[src/hdl/acpi_wake_pkg.sv]
// package: constants and carrier types of the sleep and wake logic
package acpi_wake_pkg;
   // ----------------------------------------
   // register byte offsets
   // ----------------------------------------
   localparam logic [7:0] OFS_PM1_STS = 8'h00;
   localparam logic [7:0] OFS_PM1_EN = 8'h04;
   localparam logic [7:0] OFS_PM1_CTL = 8'h08;
   localparam logic [7:0] OFS_GPE_STS = 8'h0c;
   localparam logic [7:0] OFS_GPE_EN = 8'h10;
   localparam logic [7:0] OFS_GPIO_EDGE = 8'h14;
   localparam logic [7:0] OFS_PME_STS = 8'h18;
   localparam logic [7:0] OFS_PME_EN = 8'h1c;
   localparam logic [7:0] OFS_SMI_STS = 8'h20;
   localparam logic [7:0] OFS_SMI_EN = 8'h24;
   localparam logic [7:0] OFS_DSTATE = 8'h28;
   localparam logic [7:0] OFS_PWR_STATE = 8'h2c;
   localparam logic [7:0] OFS_POWER_SUPPLY_CONTROL = 8'hf8;
   // ----------------------------------------
   // field positions
   // ----------------------------------------
   localparam int PM1_PRESS = 0;
   localparam int PM1_ALARM = 1;
   localparam int PM1_OVR = 2;
   localparam int PM1_POR = 3;
   localparam int CTL_SCI = 0;
   localparam int CTL_TYPE_LO = 2;
   localparam int CTL_SLP = 5;
   localparam int PSC_OFF = 0;
   localparam int PSC_SMI_SEL_N = 1;
   localparam int PSC_POR_WAKE = 2;
   localparam int PSC_POR_OFF = 3;
   localparam int PME_EN_GLOBAL = 16;
   localparam int SMI_EN_GLOBAL = 8;
   localparam int SMI_SLP = 7;
   localparam int GPE_N = 15;
   localparam int PME_N = 16;
   localparam int GPE_PME_ONLY_LO = 13;
   localparam int SMI_N = 8;
   localparam int FUNC_N = 8;
   localparam logic [15:0] PME_SRC_MASK = 16'h9fff;
   // ----------------------------------------
   // codes, reset values, timing
   // ----------------------------------------
   localparam logic [2:0] SLP_SOFT_OFF = 3'h7;
   localparam logic [2:0] SLP_SLEEPING = 3'h6;
   localparam logic [7:0] PSC_RST = 8'h00;
   localparam logic [10:0] GPIO_EDGE_RST = 11'h000;
   localparam int OVERRIDE_S = 4;
   localparam int CLK_HZ = 25_000_000;
   localparam int OVERRIDE_CYCLES = OVERRIDE_S * CLK_HZ;
   // ----------------------------------------
   // carrier types
   // ----------------------------------------
   typedef enum logic [1:0] {st_working, st_sleeping, st_soft_off} power_state_t;
   typedef struct packed {
      logic read;
      logic write;
      logic [7:0] address;
      logic [31:0] writedata;
      logic [3:0] byteenable;
   } av_req_t;
   typedef struct packed {
      logic [31:0] readdata;
      logic waitrequest;
   } av_rsp_t;
   typedef struct packed {
      logic ring_in1_n;
      logic kbd_line;
      logic mouse_line;
      logic special_key;
      logic [8:0] gpio_in;
      logic [1:0] gp_pme_in;
      logic fan_tach_event;
      logic alarm_event;
      logic button_in_n;
      logic standby_por;
      logic [6:0] legacy_irq;
   } wake_src_t;
   typedef struct packed {
      logic supply_on_n;
      logic pm_event_out_n;
      logic smi_out_n;
      logic [7:0] function_d3;
   } pwr_out_t;
endpackage : acpi_wake_pkg

[src/hdl/acpi_sleep_wake_logic.sv]
// module: sleep states, power button override and wake/pme/smi event logic
//
// Behaviour
// sleep write with code 111 enters soft-off
// sleep write with code 110 enters sleeping
// button or enabled wake returns to working
// button held past override forces soft-off
// override flag blocks all wakes but button
// wake drives supply low, pme drives pme low
// enabled pm1/gpe events wake unless overridden
// functions on/off only; wake stays available
// ring, keyboard, mouse edges set wake flags
// special key sets flag, may raise smi/pme
// gpio edges set flags; 34/35 pme only
// fan event reaches wake via any-pme only
// alarm and button flags: pme only, enabled
// standby por with wake enable wakes system
// standby por rewakes if previously powered on
// any-pme set only for pme-enabled events
// any pm1/gpe event may raise pme/smi/wake
// legacy interrupts raise smi, never wake
// wake configuration survives standby por
// short press flags on falling edge, wakes
// override clears press flag while setting override
// pme when sci route set, else smi route
// flags stick until cleared; contribution persists
//
// The Avalon-MM slave port is this design's own decision.
module acpi_sleep_wake_logic
   import acpi_wake_pkg::*;
#(
   parameter int OVR_CYCLES = OVERRIDE_CYCLES
)
(
   input wire logic clock,
   input wire logic reset,
   input wire av_req_t bus_req,
   output av_rsp_t bus_rsp,
   input wire wake_src_t src,
   output pwr_out_t pwr
);
   // ----------------------------------------
   // state
   // ----------------------------------------
   typedef struct packed {
      power_state_t pstate;
      logic [31:0] hold_cnt;
      logic btn_prev;
      logic ring_prev;
      logic kbd_prev;
      logic mouse_prev;
      logic [10:0] gpio_prev;
      logic [3:0] pm1_sts;
      logic [1:0] pm1_en;
      logic [GPE_N-1:0] gpe_sts;
      logic [GPE_N-1:0] gpe_en;
      logic [10:0] gpio_edge;
      logic any_pme;
      logic [PME_N-1:0] pme_en;
      logic pme_global;
      logic [SMI_N-1:0] smi_sts;
      logic [SMI_N-1:0] smi_en;
      logic smi_global;
      logic sci_route_enable;
      logic [2:0] sleep_type;
      logic [7:0] psc;
      logic [FUNC_N-1:0] dstate;
      logic ack;
      logic [31:0] rdata;
      logic supply_n;
      logic pme_n;
      logic smi_n;
   } state_t;

   state_t state_ff;
   state_t nxt_state;

   logic [10:0] gpio_now;
   logic [10:0] gpio_ev;
   logic [GPE_N-1:0] gpe_ev;
   logic [PME_N-1:0] pme_src_ev;
   logic ring_ev;
   logic kbd_ev;
   logic mouse_ev;
   logic btn_fall;
   logic [GPE_N-1:0] gpe_act;
   logic press_act;
   logic alarm_act;
   logic smi_capable;
   logic pme_capable;
   logic wake;
   logic req_act;
   logic do_wr;
   logic [31:0] wmask;
   logic [31:0] wd;
   logic prior_on;
   logic por_wake;
   logic ovr_hit;

   function automatic logic [31:0] merge(input logic [31:0] old, input logic [31:0] d,
                                         input logic [31:0] m);
      return (old & ~m) | (d & m);
   endfunction : merge

   // ----------------------------------------
   // event detection
   // ----------------------------------------
   assign ring_ev = state_ff.ring_prev & ~src.ring_in1_n;
   assign kbd_ev = state_ff.kbd_prev & ~src.kbd_line;
   assign mouse_ev = state_ff.mouse_prev & ~src.mouse_line;
   assign gpio_now = {src.gp_pme_in, src.gpio_in};
   // edge polarity per pin: 1 rising, 0 falling
   assign gpio_ev = (~state_ff.gpio_prev & gpio_now & state_ff.gpio_edge)
      | (state_ff.gpio_prev & ~gpio_now & ~state_ff.gpio_edge);
   assign gpe_ev = {gpio_ev, src.special_key, mouse_ev, kbd_ev, ring_ev};
   // pme-only gpios never reach the any-pme flag
   assign pme_src_ev = {src.fan_tach_event, gpe_ev} & PME_SRC_MASK;
   assign btn_fall = state_ff.btn_prev & ~src.button_in_n;

   // ----------------------------------------
   // routing of enabled events
   // ----------------------------------------
   assign gpe_act = state_ff.gpe_sts & state_ff.gpe_en;
   assign press_act = state_ff.pm1_sts[PM1_PRESS] & state_ff.pm1_en[PM1_PRESS];
   assign alarm_act = state_ff.pm1_sts[PM1_ALARM] & state_ff.pm1_en[PM1_ALARM];
   assign smi_capable = (|gpe_act[GPE_PME_ONLY_LO-1:0]) | state_ff.any_pme;
   assign pme_capable = smi_capable | (|gpe_act[GPE_N-1:GPE_PME_ONLY_LO])
      | press_act | alarm_act;
   // the press flag wakes regardless of its enable; override blocks the rest
   assign wake = state_ff.pm1_sts[PM1_PRESS]
      | (~state_ff.pm1_sts[PM1_OVR] & (pme_capable | state_ff.pm1_sts[PM1_POR]));
   assign prior_on = (state_ff.pstate == st_working);
   assign por_wake = state_ff.psc[PSC_POR_WAKE]
      | (prior_on & ~state_ff.psc[PSC_POR_OFF] & ~state_ff.psc[PSC_POR_WAKE]);
   assign ovr_hit = ~src.button_in_n
      & (state_ff.hold_cnt == 32'(OVR_CYCLES - 1));

   // ----------------------------------------
   // bus slave
   // ----------------------------------------
   // one wait cycle per access keeps read data coming straight from a flop
   assign req_act = bus_req.read | bus_req.write;
   assign do_wr = bus_req.write & state_ff.ack;
   assign wd = bus_req.writedata;
   assign wmask = {{8{bus_req.byteenable[3]}}, {8{bus_req.byteenable[2]}},
                   {8{bus_req.byteenable[1]}}, {8{bus_req.byteenable[0]}}};
   assign bus_rsp.waitrequest = req_act & ~state_ff.ack;
   assign bus_rsp.readdata = state_ff.rdata;

   // ----------------------------------------
   // next state
   // ----------------------------------------
   always_comb
   begin
      nxt_state = state_ff;
      nxt_state.btn_prev = src.button_in_n;
      nxt_state.ring_prev = src.ring_in1_n;
      nxt_state.kbd_prev = src.kbd_line;
      nxt_state.mouse_prev = src.mouse_line;
      nxt_state.gpio_prev = gpio_now;
      nxt_state.ack = req_act & ~state_ff.ack;
      nxt_state.psc[PSC_OFF] = 1'b0;

      // read capture in the wait cycle
      if (req_act && !state_ff.ack)
      begin
         unique case (bus_req.address)
            OFS_PM1_STS: nxt_state.rdata = 32'(state_ff.pm1_sts);
            OFS_PM1_EN: nxt_state.rdata = 32'(state_ff.pm1_en);
            OFS_PM1_CTL: nxt_state.rdata = 32'({state_ff.sleep_type, 1'b0, state_ff.sci_route_enable});
            OFS_GPE_STS: nxt_state.rdata = 32'(state_ff.gpe_sts);
            OFS_GPE_EN: nxt_state.rdata = 32'(state_ff.gpe_en);
            OFS_GPIO_EDGE: nxt_state.rdata = 32'(state_ff.gpio_edge);
            OFS_PME_STS: nxt_state.rdata = 32'(state_ff.any_pme);
            OFS_PME_EN: nxt_state.rdata = 32'({state_ff.pme_global, state_ff.pme_en});
            OFS_SMI_STS: nxt_state.rdata = 32'(state_ff.smi_sts);
            OFS_SMI_EN: nxt_state.rdata = 32'({state_ff.smi_global, state_ff.smi_en});
            OFS_DSTATE: nxt_state.rdata = 32'(state_ff.dstate);
            OFS_PWR_STATE: nxt_state.rdata = 32'({state_ff.supply_n, state_ff.pstate});
            OFS_POWER_SUPPLY_CONTROL: nxt_state.rdata = 32'(state_ff.psc);
            default: nxt_state.rdata = 32'h0000_0000;
         endcase
      end

      // writes: clears first so that a same-cycle event set wins
      if (do_wr)
      begin
         unique case (bus_req.address)
            OFS_PM1_STS: nxt_state.pm1_sts = state_ff.pm1_sts & ~4'(wd & wmask);
            OFS_PM1_EN: nxt_state.pm1_en = 2'(merge(32'(state_ff.pm1_en), wd, wmask));
            OFS_PM1_CTL:
            begin
               if (bus_req.byteenable[0])
               begin
                  nxt_state.sci_route_enable = wd[CTL_SCI];
                  nxt_state.sleep_type = wd[CTL_TYPE_LO+2:CTL_TYPE_LO];
               end
            end
            OFS_GPE_STS: nxt_state.gpe_sts = state_ff.gpe_sts & ~15'(wd & wmask);
            OFS_GPE_EN: nxt_state.gpe_en = 15'(merge(32'(state_ff.gpe_en), wd, wmask));
            OFS_GPIO_EDGE:
               nxt_state.gpio_edge = 11'(merge(32'(state_ff.gpio_edge), wd, wmask));
            OFS_PME_STS: nxt_state.any_pme = state_ff.any_pme & ~(wd[0] & wmask[0]);
            OFS_PME_EN:
            begin
               nxt_state.pme_en = 16'(merge(32'(state_ff.pme_en), wd, wmask));
               if (bus_req.byteenable[2])
                  nxt_state.pme_global = wd[PME_EN_GLOBAL];
            end
            OFS_SMI_STS: nxt_state.smi_sts = state_ff.smi_sts & ~8'(wd & wmask);
            OFS_SMI_EN:
            begin
               nxt_state.smi_en = 8'(merge(32'(state_ff.smi_en), wd, wmask));
               if (bus_req.byteenable[1])
                  nxt_state.smi_global = wd[SMI_EN_GLOBAL];
            end
            OFS_DSTATE: nxt_state.dstate = 8'(merge(32'(state_ff.dstate), wd, wmask));
            OFS_POWER_SUPPLY_CONTROL:
               nxt_state.psc = 8'(merge(32'(state_ff.psc), wd, wmask));
            default: ;
         endcase
      end

      // status capture, sticky until software clears
      nxt_state.gpe_sts = nxt_state.gpe_sts | gpe_ev;
      if (|(pme_src_ev & state_ff.pme_en))
         nxt_state.any_pme = 1'b1;
      if (src.alarm_event)
         nxt_state.pm1_sts[PM1_ALARM] = 1'b1;
      if (btn_fall)
         nxt_state.pm1_sts[PM1_PRESS] = 1'b1;
      // legacy interrupts only ever land in the smi status
      nxt_state.smi_sts[SMI_SLP-1:0] = nxt_state.smi_sts[SMI_SLP-1:0] | src.legacy_irq;

      // hold counter runs only while working with the button down
      if (state_ff.pstate == st_working && !src.button_in_n)
         nxt_state.hold_cnt = state_ff.hold_cnt + 32'h0000_0001;
      else
         nxt_state.hold_cnt = 32'h0000_0000;

      unique case (state_ff.pstate)
         st_working:
         begin
            if (ovr_hit)
            begin
               nxt_state.pstate = st_soft_off;
               nxt_state.pm1_sts[PM1_OVR] = 1'b1;
               nxt_state.pm1_sts[PM1_PRESS] = 1'b0;
            end
            else if (do_wr && bus_req.address == OFS_PM1_CTL && bus_req.byteenable[0]
                     && wd[CTL_SLP])
            begin
               nxt_state.smi_sts[SMI_SLP] = 1'b1;
               if (nxt_state.sleep_type == SLP_SOFT_OFF)
                  nxt_state.pstate = st_soft_off;
               else if (nxt_state.sleep_type == SLP_SLEEPING)
                  nxt_state.pstate = st_sleeping;
            end
            else if (state_ff.psc[PSC_OFF])
               nxt_state.pstate = st_soft_off;
         end
         st_sleeping, st_soft_off:
         begin
            if (wake)
               nxt_state.pstate = st_working;
         end
      endcase

      // standby power-on: status restarts, configuration is kept
      if (src.standby_por)
      begin
         nxt_state.pstate = st_soft_off;
         nxt_state.hold_cnt = 32'h0000_0000;
         nxt_state.pm1_sts = 4'h0;
         nxt_state.gpe_sts = '0;
         nxt_state.any_pme = 1'b0;
         nxt_state.smi_sts = '0;
         nxt_state.pm1_sts[PM1_POR] = por_wake;
      end

      // outputs; d-states never gate the wake path
      nxt_state.supply_n = (nxt_state.pstate != st_working);
      nxt_state.pme_n = ~((state_ff.sci_route_enable & pme_capable)
         | (state_ff.pme_global & state_ff.any_pme));
      nxt_state.smi_n = ~(state_ff.smi_global & ((~state_ff.sci_route_enable
         & ~state_ff.psc[PSC_SMI_SEL_N] & smi_capable)
         | (|(state_ff.smi_sts & state_ff.smi_en))));
   end

   // ----------------------------------------
   // registers
   // ----------------------------------------
   always_ff @(posedge clock)
   begin
      if (reset)
      begin
         state_ff <= '0;
         state_ff.pstate <= st_soft_off;
         state_ff.btn_prev <= 1'b1;
         state_ff.ring_prev <= 1'b1;
         state_ff.kbd_prev <= 1'b1;
         state_ff.mouse_prev <= 1'b1;
         state_ff.gpio_edge <= GPIO_EDGE_RST;
         state_ff.psc <= PSC_RST;
         state_ff.supply_n <= 1'b1;
         state_ff.pme_n <= 1'b1;
         state_ff.smi_n <= 1'b1;
      end
      else
         state_ff <= nxt_state;
   end

   assign pwr.supply_on_n = state_ff.supply_n;
   assign pwr.pm_event_out_n = state_ff.pme_n;
   assign pwr.smi_out_n = state_ff.smi_n;
   assign pwr.function_d3 = state_ff.dstate;
endmodule : acpi_sleep_wake_logic

[config.mk]
export PLATFORM = sky130hd
export DESIGN_NAME = acpi_sleep_wake_logic
export DESIGN_NICKNAME = d
export VERILOG_FILES = /design/src/hdl/acpi_wake_pkg.sv /design/src/hdl/acpi_sleep_wake_logic.sv
export SDC_FILE = /design/constraint.sdc
export NUM_CORES = 1
export LEC_CHECK = 0
export BUFFER_PORTS_ARGS = -buffer_cell sky130_fd_sc_hd__buf_2
export CAP_MARGIN = 15
export CORE_UTILIZATION = 30
export DETAILED_ROUTE_END_ITERATION = 10
export SLEW_MARGIN = 10
export SYNTH_ARGS = -nofsm -noshare
export SYNTH_HDL_FRONTEND = slang
export SYNTH_SLANG_ARGS = --single-unit
[constraint.sdc]
create_clock -name clock -period 4.4 [get_ports clock]
set_clock_uncertainty 0.1 [all_clocks]
set_input_delay 0.22 -clock clock [delete_from_list [all_inputs] [get_ports clock]]
set_output_delay 0.22 -clock clock [all_outputs]
set_load 0.05 [all_outputs]
Yosys cells after proc, flatten, opt, wreduce, memory -nomap -nowiden. Cells that the tools add are included.

Output and inout bits: 44. Word-level logic and storage cells: 202. Register bits after elaboration: 187. Input port bits: 74.

$add $sub $neg: 1. Mux-type cells: 37. Reductions and logical operators: 37. Equality and inequality tests: 17. Bitwise gates (word level): 80.

Operators by type and width (number): 17-bit one-hot mux with 13 select lines (1); 102-bit 2-to-1 mux (1); 11-bit AND (5); 16-bit AND (3); 15-bit AND (3); 8-bit AND (5); 34-bit 2-to-1 mux (1); 11-bit inverter (3); 32-bit by 1-bit adder with 32-bit output (second input constant) (1); 32-bit by 27-bit equality test with 1-bit output (second input constant) (1); 8-bit by 5-bit equality test with 1-bit output (second input constant) (4); 8-bit by 6-bit equality test with 1-bit output (second input constant) (4); 32-bit 2-to-1 mux (1); 15-bit 2-to-1 mux (2); 15-bit bitwise OR (2); 8-bit 2-to-1 mux (3); 8-bit bitwise OR (3); 11-bit bitwise OR (2); 2-bit AND reduction (10); 1-bit AND (19); 17-bit 2-to-1 mux (1); 8-bit by 4-bit equality test with 1-bit output (second input constant) (2); 4-bit 2-to-1 mux (4); 1-bit inverter (16); 31 further kinds (75).

Longest topological paths before layout.
Depth after elaboration: 13. Depth in mapped cells: 8. Depth with buffers taken out: 6.

Worst setup path before layout. OpenSTA, ideal clock, no wires.

Path kind: register to register. Start point: register state_ff[153] (netlist name). End point: register state_ff[183] (netlist name). Setup time: 0.128 ns. Setup slack: 2.472 ns. Required time: 4.172 ns. Period minus slack after synthesis: 1.928 ns. Cell stages (with the launch flop): 7. Data arrival time: 1.700 ns. Buffers on the path: 0. Path through: dfxtp_1 -> ha_1 -> nand3_1 -> nor4_2 -> nand4_1 -> xor2_1 -> nor2_1.

Word-level cells in the longest chain between the ends: 1.

RTL lines: start: declaration (line acpi_sleep_wake_logic.sv:75) `state_t state_ff;`; start signal: assignment (line acpi_sleep_wake_logic.sv:310) `state_ff <= nxt_state;`; 32-bit by 1-bit adder with 32-bit output (line acpi_sleep_wake_logic.sv:237) `nxt_state.hold_cnt = state_ff.hold_cnt + 32'h0000_0001;`.

Every way passes these cells. A chain may end at the register's enable or synchronous reset.

Final worst setup path.
Start point: input port bus_req[44] (netlist name). End point: register state_ff[90] (netlist name).

Word-level cells in the longest chain between the ends: 3.

RTL lines: start: declaration (line acpi_sleep_wake_logic.sv:37) `input wire av_req_t bus_req,`; 1-bit AND (line acpi_sleep_wake_logic.sv:143) `assign do_wr = bus_req.write & state_ff.ack;`; 2-bit nonzero test (no line); 2-bit AND reduction (no line).

Every way passes these cells.

==> results.md <==
* Die X at 168.5 um
* Final WL at 24,830 um
* Initial antenna violation count at 0
* Initial core utilization at 30.70%
* GR Util All Layers at 17.62%
* Most common cell after layout, fill and taps aside: dfxtp_1
* RSZ-0062 raised after global routing: no
* R2r startpoint: state_ff[35]
* Seq cells post-synth at 172
* Post-Place Setup Slack at 1.432 ns
* Endpoints failing hold at 0
* Syn Area/Cell at 8.489 um2
* Outcome: finished clean
* FP Rows at 60
* Post-placement cell count at 1,360
* Starting DRC count in detailed routing at 647
* Core box area at 27,100 um2
* Clock latency on the worst-skew pair at 0.43 ns
* Arrival time at the worst endpoint at 2.78 ns
* Asr flop ratio synth at 0%
* Maximum buffer depth of the clock tree at 2
* Clock transition at the registers of the reported paths at 0.06 ns
* CTS Buf Count at 17
* Vias in the first global route at 6,634
* Synth Warn # at 0
* TNS Setup at 0 ns
* Clock Sinks at 172
* Reg-to-Reg End: state_ff[90]
* Detail Route Antenna Nets at 0
* Lkg Pwr at 0.003567 uW
* 1st-pass router iterations at 5
* Final Util at 35.80%
* Largest net degree at the start of global routing at 67
* Routability congestion estimate at 0.8708
* Syn Std Cell Area at 8319 um2
* First-pass GRT wire length at 38,850 um
* Setup bufs post-CTS at 0
* P&R area growth vs syn at 16.63%
* Ports at 118
* Worst-Margin Slew at 0.9801 ns
* Fraction of layout cells with a size suffix above 1 at 15.46%
* Layout fillers at 2,822
* Placed wire-length estimate at 17,590 um
* Non-Filler Instances at 1,426
* Top FF cell, synth: dfxtp_1
* Final setup viols at 0
* R2r setup slk at 1.84 ns
* Netlist cell types at 74
* Final period utilization at 59.42%
* Vias per inst at 5.186
* TritonCTS clock tree: yes
* Worst slew margin at 34.66%
* Root buffer cell: clkbuf_16
* Final Net Count at 1,117
* Peak Freq at 382.5 MHz
* Post-synthesis sequential area ratio at 41.39%
* Critical path peak fanout at 17
* Die Ht at 168.5 um
* Max VDD drop at 0.0002105 V
* Hold path depth at 3
* Cell count after synthesis at 980
* Minimum clock period at 2.614 ns
* Worst path required time at 4.57 ns
* Hold Startpoint: bus_req[4]
* Via count at 7,395
* Pwr dens at 356.5 nW/um2
* Hold Path Class: in2reg
* Cells on worst reg2reg path at 5
* WS Path Type: in2reg
* DR DRC count at 0
* Max Slew Vio Count at 0
* Max Cap Violations at 0
* H-tree depth at 4
* Crit path capture type: flip-flop
* Register Area at 3443 um2
* Final WS setup at 1.786 ns
* Commonest cells after routing, fill and taps aside: dfxtp_1 (172), nand2_1 (117), nor2_1 (100)
* I/O Buffers at 86
* Post-synth EDFFs at 0
* Overflow after GRT at 0
* WL/cell at 17.41 um
* Footprint of the multi-input gates at 4249 um2
* Full die area at 28,400 um2
* Ant. Diodes at 0
* Kind of start point of the critical path: input port
-- final cells by class --
type / count / area share [%]
Clock buffer: 17 / 4.384
Clock inverter: 15 / 2.141
Inverter: 15 / 0.5803
Multi-Input combinational cell: 704 / 43.79
Sequential cell: 172 / 35.49
Tap cell: 372 / 4.797
Timing Repair Buffer: 131 / 8.820
-- kinds of logic after synthesis --
kind of cell	count (synthesis)	share of synthesized area [%]
adder cells (fa/ha/maj)	2	0.3007
flip-flops	172	41.39
multiplexers	51	6.663
AO/OA/AOI/OAI	197	15.45
XOR/XNOR	27	2.842
AND/OR/NAND/NOR	412	25.15
other	1	0.04508
buffers and inverters	118	8.167
-- per-stage QoR --
step	total power, uW	hold slack, ns	instance area, um2
global placement	1835	0.3188	8730
CTS	3484	0.008797	9703
global route	3566	0.02252	9703
floorplan	1770	0.2266	8372
finish	3459	0.03130	9703
detailed placement	1837	0.3280	8730
-- per-layer routing --
layer | wire length [um] | GRT usage [%] | vias to the layer above
met2 | 11140 | 27.01 | 266
met5 | 0 | 0 | -
li1 | - | - | 3544
met3 | 1543 | 3.437 | 32
met4 | 481 | 5.573 | 0
met1 | 11660 | 24.77 | 3553
-- synth_stat cells, drive strengths merged (5+ instances only) --
cell type  count  area, um2
a22oi         25      187.7
mux2i         43      430.4
nor4b          6      80.08
nor4          11      105.1
and2           9      56.30
o21ai         27      138.9
a22o          12      105.1
nand4         24      150.1
and4           5      43.79
mux2           5      56.30
and3           9      56.30
clkbuf        33      123.9
xor2          22      192.7
buf           70      499.2
dfxtp        172       3443
nand2        119      456.7
nand3         70      365.4
a32oi          8      70.07
a21oi         78      390.4
nor3          11      60.06
nor2b         18      112.6
or2            7      43.80
inv           15      56.30
nor2         101      381.6
xnor2          5      43.79
a21o           6      45.04
a31oi          9      56.30
-- worst max path at each step --
stage / from / endpoint / slack, ns / cells past startpoint
after global placement: bus_req[38] / state_ff[131] / 1.46 / 7
after global routing: bus_req[44] / state_ff[90] / 1.65 / 7
after floorplan: state_ff[153] / state_ff[183] / 2.47 / 6
after CTS: bus_req[44] / state_ff[90] / 1.86 / 7
after detailed placement: bus_req[38] / state_ff[131] / 1.43 / 7
final: bus_req[44] / state_ff[90] / 1.79 / 7
-- worst max-delay path, stage by stage --
cell and delay [ns]:
dlygate4sd3_1 0.53, buf_2 0.15, and3_1 0.65, and2_1 0.47, a31oi_1 0.21, a2111oi_0 0.41
a31oi_1 0.14
-- power by group --
group          switching (uW)  total [uW]  internal (uW)
logic                     163         240           77.4
clock network             670        1630            962
registers                13.4        1590           1570
-- what timing repair did --
| item | CTS | global route |
|---|---|---|
| gates resized for setup | 0 | 0 |
| endpoints found under the hold margin | 45 | 0 |
| hold buffers | 34 | 0 |
(Power assumes the default switching activity.)
